<file path="src/plci_pkg.sv">
// package for the parameter-load host controller
// assumes a 50 MHz clock and a 32-bit classic wishbone register port
package plci_pkg;
    // ----------------------------------------
    // timing
    // ----------------------------------------
    localparam int CLK_HZ = 50_000_000;
    localparam int SETTLE_MS = 20;
    localparam int SETTLE_SCANS = 3;
    localparam int SETTLE_CYC = (CLK_HZ / 1000) * SETTLE_MS;
    localparam int SCAN_CYC = 700_000;
    localparam int FAULT_WAIT_CYC = 4;
    // ----------------------------------------
    // command block contents
    // ----------------------------------------
    localparam logic [15:0] CB_HDR_LEN = 16'h0004;
    localparam logic [15:0] CB_CMD_LOAD = 16'he501;
    localparam logic [15:0] CB_DATA_SIZE = 16'h0044;
    localparam logic [15:0] CB_MEM_REG = 16'h0008;
    localparam logic [15:0] CB_PCOUNT = 16'h0010;
    localparam logic [5:0] CB_FIRST = 6'h01;
    localparam logic [5:0] CB_DATA0 = 6'h0d;
    localparam logic [5:0] CB_LAST = 6'h2c;
    localparam logic [15:0] IMM_RET_PARAM = 16'h1840;
    localparam logic [7:0] MAX_START = 8'hf0;
    localparam int NPARAM = 16;
    // ----------------------------------------
    // register map (byte addresses)
    // ----------------------------------------
    localparam logic [7:0] A_CTRL = 8'h00;
    localparam logic [7:0] A_STAT = 8'h04;
    localparam logic [7:0] A_TARGET = 8'h08;
    localparam logic [7:0] A_START = 8'h0c;
    localparam logic [7:0] A_VSEL = 8'h10;
    localparam logic [7:0] A_OFS = 8'h14;
    localparam logic [7:0] A_IST = 8'h18;
    localparam logic [7:0] A_IMASK = 8'h1c;
    localparam logic [7:0] A_RET = 8'h20;
    localparam logic [7:0] A_TAB = 8'h40;
    // ctrl bits
    localparam int C_LOAD = 0;
    localparam int C_VERIFY = 1;
    localparam int C_CLRINH = 2;
    // status / interrupt bits
    localparam int S_BUSY = 0;
    localparam int S_FAULT = 1;
    localparam int S_MISM = 2;
    localparam int S_RANGE = 3;
    localparam int E_LDONE = 0;
    localparam int E_FAULT = 1;
    localparam int E_VPASS = 2;
    localparam int E_VFAIL = 3;
    localparam int NEV = 4;
    localparam logic [31:0] RST_TARGET = 32'h0000_0007;
    localparam logic [31:0] RST_OFS = 32'h00cd_00c2;
    typedef enum logic [2:0] {PLCI_IDLE, PLCI_SEND, PLCI_FLTW, PLCI_IMM, PLCI_SETTLE} plci_state_e;
endpackage

</file>
<file path="src/plci_host.sv">
// host controller: builds the parameter-load request block and the
// select-return-data immediate command, then checks the returned value
// assumes device link pins synchronous to clk_i; software on classic wishbone
//
// Contract
// load request carries command code e501 hex
// data size field is 68 bytes
// parameter count field is 16
// parameter data memory type code is 8, register memory
// data start given zero-based, register number minus one
// device stores double words into ascending parameters from the start
// parameters are 32 bits, low word first, then high word
// request addressed by rack and slot, with first block word location
// task selector of every request is zero
// immediate command low byte 40 hex selects return data
// high byte 18 hex selects parameter data, word 1840
// second immediate word is the parameter number to return
// returned value used only after 3 scans or 20 ms, longer one
// compare returned value with sent value, inhibit motion on mismatch
// wait flag, idle timeout and max time fields are zero
// starting parameter 0 to 255, at most 240 for sixteen
// device rejects bad requests and reports a fault
// device updates both returned halves together
//
// Added by the designer: register access over Wishbone and the register offsets.
`timescale 1ns/1ps
module plci_host
    import plci_pkg::*;
#(
    parameter int SETTLE_CYCLES = SETTLE_CYC,
    parameter int SCAN_CYCLES = SCAN_CYC
)
(
    input wire logic clk_i,
    input wire logic rst_i,
    input wire logic wb_cyc_i,
    input wire logic wb_stb_i,
    input wire logic wb_we_i,
    input wire logic [7:0] wb_adr_i,
    input wire logic [3:0] wb_sel_i,
    input wire logic [31:0] wb_dat_i,
    output logic [31:0] wb_dat_o,
    output logic wb_ack_o,
    output logic irq_o,
    output logic host_comm_request_o,
    output logic [15:0] target_rack_slot_id_o,
    output logic [15:0] cb_location_o,
    output logic [7:0] comm_task_o,
    output logic cb_valid_o,
    output logic [5:0] cb_index_o,
    output logic [15:0] cb_word_o,
    input wire logic request_fault_output_i,
    output logic [31:0] host_output_word_image_o,
    input wire logic [31:0] host_input_word_image_i,
    output logic motion_inhibit_o
);
    import plci_pkg::*;

    function automatic int imax(input int a, input int b);
        imax = (a > b) ? a : b;
    endfunction

    localparam int WAIT_CYC = imax(SETTLE_SCANS * SCAN_CYCLES, SETTLE_CYCLES);
    localparam int CW = $clog2(WAIT_CYC + 1);

    // refuse settle counts that the wait counter cannot hold
    if (SETTLE_CYCLES < 1 || SCAN_CYCLES < 1 || CW > 31)
    begin : g_bad_settle
        $error("plci_host: bad settle parameters");
    end

    // ----------------------------------------
    // helpers
    // ----------------------------------------
    // byte-lane merge of a wishbone write
    function automatic logic [31:0] bmerge(input logic [31:0] o, input logic [31:0] n,
                                           input logic [3:0] s);
        bmerge = o;
        for (int b = 0; b < 4; b++)
        begin
            if (s[b])
                bmerge[b*8 +: 8] = n[b*8 +: 8];
        end
    endfunction

    // ----------------------------------------
    // state
    // ----------------------------------------
    plci_state_e st, next_st;
    logic [31:0] tab [NPARAM];
    logic [31:0] next_tab [NPARAM];
    logic [31:0] target, next_target;
    logic [7:0] start, next_start;
    logic [7:0] vsel, next_vsel;
    logic [31:0] ofs, next_ofs;
    logic [NEV-1:0] ist, next_ist, imask, next_imask;
    logic [31:0] ret, next_ret;
    logic fault, next_fault, mism, next_mism, range_err, next_range_err;
    logic [CW-1:0] cnt, next_cnt;
    logic [5:0] idx, next_idx;
    logic [31:0] next_dat;
    logic next_ack, next_irq, next_req, next_cbv, next_inh;
    logic [15:0] next_cbw;
    logic [31:0] next_aq;
    logic act, wr, rd;
    logic [NEV-1:0] ev;
    logic [4:0] k;
    logic [7:0] vdiff;

    // command block word for a given word number, 1 based
    function automatic logic [15:0] cbword(input logic [5:0] i);
        logic [4:0] d;
        logic [31:0] v;
        d = 5'(i - CB_DATA0);
        v = tab[d[4:1]];
        case (i)
            6'h01: cbword = CB_HDR_LEN;
            6'h02: cbword = 16'h0000;
            6'h03: cbword = CB_MEM_REG;
            6'h04: cbword = ofs[15:0] - 16'h0001;
            6'h05, 6'h06: cbword = 16'h0000;
            6'h07: cbword = CB_CMD_LOAD;
            6'h08: cbword = CB_DATA_SIZE;
            6'h09: cbword = CB_MEM_REG;
            6'h0a: cbword = ofs[31:16] - 16'h0001;
            6'h0b: cbword = {8'h00, start};
            6'h0c: cbword = CB_PCOUNT;
            default: cbword = d[0] ? v[31:16] : v[15:0];
        endcase
    endfunction

    // ----------------------------------------
    // register bus and sequencer
    // ----------------------------------------
    // bus access completes on the edge where ack is high
    always_comb
    begin
        act = wb_cyc_i && wb_stb_i && wb_ack_o;
        wr = act && wb_we_i;
        rd = act && !wb_we_i;
        next_ack = wb_cyc_i && wb_stb_i && !wb_ack_o;
        next_tab = tab;
        next_target = target;
        next_start = start;
        next_vsel = vsel;
        next_ofs = ofs;
        next_imask = imask;
        next_st = st;
        next_cnt = cnt;
        next_idx = idx;
        next_ret = ret;
        next_fault = fault;
        next_mism = mism;
        next_range_err = range_err;
        next_inh = motion_inhibit_o;
        next_req = 1'b0;
        next_cbv = 1'b0;
        next_cbw = cb_word_o;
        next_aq = host_output_word_image_o;
        ev = '0;
        vdiff = vsel - start;
        k = vdiff[4:0];
        // read data, registered with ack
        next_dat = 32'h0000_0000;
        if (wb_adr_i >= A_TAB)
            next_dat = tab[wb_adr_i[5:2]];
        else
        begin
            case (wb_adr_i)
                A_STAT: next_dat = {27'h0, motion_inhibit_o, range_err, mism, fault,
                                    st != PLCI_IDLE};
                A_TARGET: next_dat = target;
                A_START: next_dat = {24'h0, start};
                A_VSEL: next_dat = {24'h0, vsel};
                A_OFS: next_dat = ofs;
                A_IST: next_dat = {28'h0, ist};
                A_IMASK: next_dat = {28'h0, imask};
                A_RET: next_dat = ret;
                default: next_dat = 32'h0000_0000;
            endcase
        end
        if (!next_ack)
            next_dat = 32'h0000_0000;
        // register writes
        if (wr)
        begin
            if (wb_adr_i >= A_TAB)
                next_tab[wb_adr_i[5:2]] = bmerge(tab[wb_adr_i[5:2]], wb_dat_i, wb_sel_i);
            else
            begin
                case (wb_adr_i)
                    A_TARGET: next_target = bmerge(target, wb_dat_i, wb_sel_i);
                    A_START: next_start = wb_sel_i[0] ? wb_dat_i[7:0] : start;
                    A_VSEL: next_vsel = wb_sel_i[0] ? wb_dat_i[7:0] : vsel;
                    A_OFS: next_ofs = bmerge(ofs, wb_dat_i, wb_sel_i);
                    A_IMASK: next_imask = wb_sel_i[0] ? wb_dat_i[NEV-1:0] : imask;
                    A_CTRL:
                    begin
                        if (wb_sel_i[0] && wb_dat_i[C_CLRINH])
                            next_inh = 1'b0;
                    end
                    default: next_inh = motion_inhibit_o;
                endcase
            end
        end
        // sequencer
        case (st)
            PLCI_IDLE:
            begin
                if (wr && wb_adr_i == A_CTRL && wb_sel_i[0] && wb_dat_i[C_LOAD])
                begin
                    if (start > MAX_START)
                        next_range_err = 1'b1;
                    else
                    begin
                        next_range_err = 1'b0;
                        next_fault = 1'b0;
                        next_req = 1'b1;
                        next_idx = CB_FIRST;
                        next_st = PLCI_SEND;
                    end
                end
                else if (wr && wb_adr_i == A_CTRL && wb_sel_i[0] && wb_dat_i[C_VERIFY])
                begin
                    next_aq = {8'h00, vsel, IMM_RET_PARAM};
                    next_cnt = '0;
                    next_st = PLCI_IMM;
                end
            end
            PLCI_SEND:
            begin
                next_cbv = 1'b1;
                next_cbw = cbword(idx);
                next_idx = idx + 6'h01;
                if (idx == CB_LAST)
                begin
                    next_cnt = '0;
                    next_st = PLCI_FLTW;
                end
            end
            PLCI_FLTW:
            begin
                next_cnt = cnt + 1'b1;
                if (request_fault_output_i)
                begin
                    next_fault = 1'b1;
                    ev[E_FAULT] = 1'b1;
                    next_st = PLCI_IDLE;
                end
                else if (cnt == CW'(FAULT_WAIT_CYC - 1))
                begin
                    ev[E_LDONE] = 1'b1;
                    next_st = PLCI_IDLE;
                end
            end
            PLCI_IMM:
            begin
                next_cnt = cnt + 1'b1;
                if (cnt == CW'(WAIT_CYC - 1))
                    next_st = PLCI_SETTLE;
            end
            PLCI_SETTLE:
            begin
                next_ret = host_input_word_image_i;
                next_st = PLCI_IDLE;
                if (vdiff < 8'(NPARAM) && host_input_word_image_i == tab[k[3:0]])
                begin
                    next_mism = 1'b0;
                    ev[E_VPASS] = 1'b1;
                end
                else
                begin
                    next_mism = 1'b1;
                    next_inh = 1'b1;
                    ev[E_VFAIL] = 1'b1;
                end
            end
            default: next_st = PLCI_IDLE;
        endcase
        // read clears only the bits it reported, so an event landing as the
        // read data is latched is not lost; a new event wins
        next_ist = ((rd && wb_adr_i == A_IST) ? (ist & ~wb_dat_o[NEV-1:0]) : ist) | ev;
        next_irq = |(next_ist & next_imask);
    end

    always_ff @(posedge clk_i)
    begin
        if (rst_i)
        begin
            st <= PLCI_IDLE;
            for (int i = 0; i < NPARAM; i++)
                tab[i] <= 32'h0000_0000;
            target <= RST_TARGET;
            start <= 8'h00;
            vsel <= 8'h00;
            ofs <= RST_OFS;
            ist <= '0;
            imask <= '0;
            ret <= 32'h0000_0000;
            fault <= 1'b0;
            mism <= 1'b0;
            range_err <= 1'b0;
            cnt <= '0;
            idx <= CB_FIRST;
            wb_dat_o <= 32'h0000_0000;
            wb_ack_o <= 1'b0;
            irq_o <= 1'b0;
            host_comm_request_o <= 1'b0;
            target_rack_slot_id_o <= 16'h0000;
            cb_location_o <= 16'h0000;
            comm_task_o <= 8'h00;
            cb_valid_o <= 1'b0;
            cb_index_o <= 6'h00;
            cb_word_o <= 16'h0000;
            host_output_word_image_o <= 32'h0000_0000;
            motion_inhibit_o <= 1'b0;
        end
        else
        begin
            st <= next_st;
            tab <= next_tab;
            target <= next_target;
            start <= next_start;
            vsel <= next_vsel;
            ofs <= next_ofs;
            ist <= next_ist;
            imask <= next_imask;
            ret <= next_ret;
            fault <= next_fault;
            mism <= next_mism;
            range_err <= next_range_err;
            cnt <= next_cnt;
            idx <= next_idx;
            wb_dat_o <= next_dat;
            wb_ack_o <= next_ack;
            irq_o <= next_irq;
            host_comm_request_o <= next_req;
            target_rack_slot_id_o <= target[15:0];
            cb_location_o <= target[31:16];
            comm_task_o <= 8'h00;
            cb_valid_o <= next_cbv;
            cb_index_o <= idx;
            cb_word_o <= next_cbw;
            host_output_word_image_o <= next_aq;
            motion_inhibit_o <= next_inh;
        end
    end
endmodule

</file>
<file path="config.mk">
export PLATFORM = sky130hd
export DESIGN_NAME = plci_host
export DESIGN_NICKNAME = d
export VERILOG_FILES = /design/src/plci_pkg.sv /design/src/plci_host.sv
export SDC_FILE = /design/constraint.sdc
export NUM_CORES = 2
export LEC_CHECK = 0
export BUFFER_PORTS_ARGS = -buffer_cell sky130_fd_sc_hd__buf_2
export CAP_MARGIN = 20
export CORE_MARGIN = 1
export CORE_UTILIZATION = 40
export DETAILED_ROUTE_END_ITERATION = 8
export MAX_ROUTING_LAYER = met4
export PLACE_DENSITY = 0.61
export SETUP_SLACK_MARGIN = 0.05
export SLEW_MARGIN = 30
export SYNTH_ARGS = -nofsm -noshare
export SYNTH_HDL_FRONTEND = slang
export SYNTH_SLANG_ARGS = --single-unit
</file>
<file path="constraint.sdc">
create_clock -name clk_i -period 10.6 [get_ports clk_i]
set_clock_uncertainty 0.15 [all_clocks]
set_input_delay 1.06 -clock clk_i [delete_from_list [all_inputs] [get_ports clk_i]]
set_output_delay 1.06 -clock clk_i [all_outputs]
set_load 0.05 [all_outputs]
</file>
==> flow_summary.yaml <==
outcome:
  status: "finished, final reports clean"
global_route:
  grt_max_degree: 214
  grt_pass1_wl_um: 214000
  grt_pass1_vias: 30900
  grt_usage_pct: 28.5
  antenna_found_initial: 0
  grt-ovfl-total: 0
routing:
  wl_um: 145000
  first_pass_iters: 6
  drtIter0Drc: 4560
  ant_nets: 0
  post_drt_wl_per_cell_um: 27.3
  drc_errors: 0
  avgViaCountPerCell: 6.36
  vias: 33800
timing:
  fmax_mhz: 168
  finalCritPeriodShare_pct: 56.1
  finalSetupViolCount: 0
  max_slew.worst_pin.slew_ns: 1.06
  fin_hold_ws_ns: 0.304
  hold_viol_final: 0
  rsz0062_at_grt: "false"
  max_slew_margin_pct: 29.3
  min_period_ns: 5.94
  setup_tns_ns: 0
  final_max_slew_viol_count: 0
placed_design:
  gp_congestion: 0.936
  dp.cells: 5161
  io_buffers: 183
  post_dp_cell_area_um2: 42600
  hpwl_um: 93600
final_layout:
  drive_gt1_share_pct: 21.9
  finalNonFillerCells: 5311
  final_nets: 3988
  syn2layout_area_growth_pct: 12.1
  stdcell_area_um2: 45500
  final_cell_mix: "765 x dfxtp_1, 655 x nor2_1, 522 x a211oi_1, 405 x mux4_2, 240 x nand2_1"
  diodes: 0
  mostFrequentLayoutCell: "dfxtp_1"
die:
  start_util_pct: 40.5
  core_area_um2: 100000
  num_rows: 116
  die_y_um: 321
  die_area_um2: 103000
  fp.dieW_um: 321
  ios: 213
clocking:
  clkLatencyLatePin_ns: 0.67
  cts-buffers-inserted: 81
  cts_root_buf: "clkbuf_16"
  cts_num_sinks: 766
  cts_resized: 0
  clk_pin_slew_ns: 0.06
  cts_setup_buffers: 0
  cts_tree: "yes"
  htree_levels: 3
  cts_max_path_buffers: 3
  holdBufCountCts: 0
setup_path:
  critPathMaxFanout: 57
  worstPathArrival_ns: 6.31
  end_kind: "flip-flop"
  crit_type: "flip-flop to flip-flop"
  crit_required_ns: 10.96
  worstSetupStartpointType: "flip-flop"
logic_synthesis:
  netlist_instances: 3936
  synth.distinct_cells: 75
  syn_avg_cell_area_um2: 10.3
  yosysWarnings: 0
  synth_seq_cells: 766
  syn-cell-area_um2: 40600
  synth_edf_count: 0
  async_flop_share_pct: 0
  ys_seq_area_share_pct: 37.8
  synthFlopType: "dfxtp_1"
power_and_ir_drop:
  p_per_area_nw_per_um2: 156
  p_leak_uw: 0.0149
  ir_drop_mv: 0.148
flow_run:
  cap_viol_max_count: 0
worst_hold_path:
  hp-class: "flip-flop to flip-flop"
## per-stage QoR
step / utilization, % / worst slack [ns] / power [µW]
2_1_floorplan: - / 5.96 / 3850
3_3_place_gp: 42.3 / 4.85 / 4190
3_5_place_dp: 42.5 / 4.79 / 4190
4_1_cts: 45.2 / 4.76 / 7130
5_1_grt: 45.4 / 4.46 / 7320
6_report: 45.4 / 4.66 / 7110
## metal layers
metal | GRT usage [%] | wire length [µm] | part of all wire [%] | vias up
met3 | 4.62 | 13200 | 9.1 | 330
met5 | - | 0 | 0 | -
met4 | 12.9 | 6840 | 4.7 | 0
met2 | 43.6 | 66600 | 46 | 1918
met1 | 37.2 | 58400 | 40 | 16800
li1 | - | - | - | 14800
## cells in the mapped netlist, types with 14 or more instances
master,n,area [µm²]
nor2b_1,47,294
a221oi_1,15,131
buf_4,37,278
xnor2_1,43,377
clkbuf_1,312,1170
nor3_1,46,230
buf_1,42,158
nor3b_1,14,105
ha_1,14,175
buf_2,30,150
a211oi_1,522,3920
inv_1,24,90.1
a21oi_1,134,671
mux2i_1,197,1970
nand4_1,25,156
nand2_1,240,901
nand3b_1,15,113
dfxtp_1,766,15300
mux4_2,405,9120
xor2_1,26,228
nor2_1,670,2510
o21ai_0,18,90.1
a222oi_1,28,280
nand3_1,80,400
## worst max-delay path, stage by stage, from the launching register on
cell      delay, ns
dfxtp_1        0.46
ha_4           0.18
inv_1          0.05
fa_4           1.43
buf_4          0.77
mux4_2         0.40
o211ai_1       0.32
o21ai_0        0.17
o32a_1         0.36
or3_1          0.40
nor4_1         0.32
nand4_2        0.34
a22oi_1        0.33
nor2_1         0.07
## path summary, 6_finish.rpt
path | slack (ns) | cells after the start | startpoint | to
setup / recovery | 4.66 | 13 | start[0] | ist[3]
hold / removal | 0.30 | 2 | ret[22] | ret[22]
setup reg to reg | 4.66 | 13 | start[0] | ist[3]
hold reg to reg | 0.30 | 2 | ret[22] | ret[22]
## report_power, final
group	switching, µW	internal, µW
Combinational	790	389
Sequential	34.9	2920
Clock	1250	1730
## cells by family after synthesis
kind of cell    synth area share (%)
xor+xnor                        1.56
compound gates                  14.4
other cells                  0.00923
simple gates                    12.7
flops                           37.8
fa+ha+maj                      0.481
mux                             28.3
buf+inv                         4.71
## registers in the layout, indices dropped and copies added, names as in the netlist, 3 cells and up
register	count
cb_index_o	6
cb_location_o	16
cb_word_o	16
cnt	22
host_output_word_image_o	9
idx	6
imask	4
ist	4
ofs	32
ret	32
st	3
start	8
tab	512
target	32
target_rack_slot_id_o	16
vsel	8
wb_dat_o	32
## cell type report
| cell class | instances | area (µm²) |
|---|---|---|
| multi-input cells | 2748 | 23900 |
| well taps | 1357 | 1700 |
| fillers | 9337 | 54800 |
| clock inverters | 25 | 290 |
| clock buffers | 121 | 2460 |
| repair buffers | 270 | 1770 |
| inverters | 24 | 90.1 |
| flip-flops and latches | 766 | 15300 |
(Power assumes the default switching activity.)
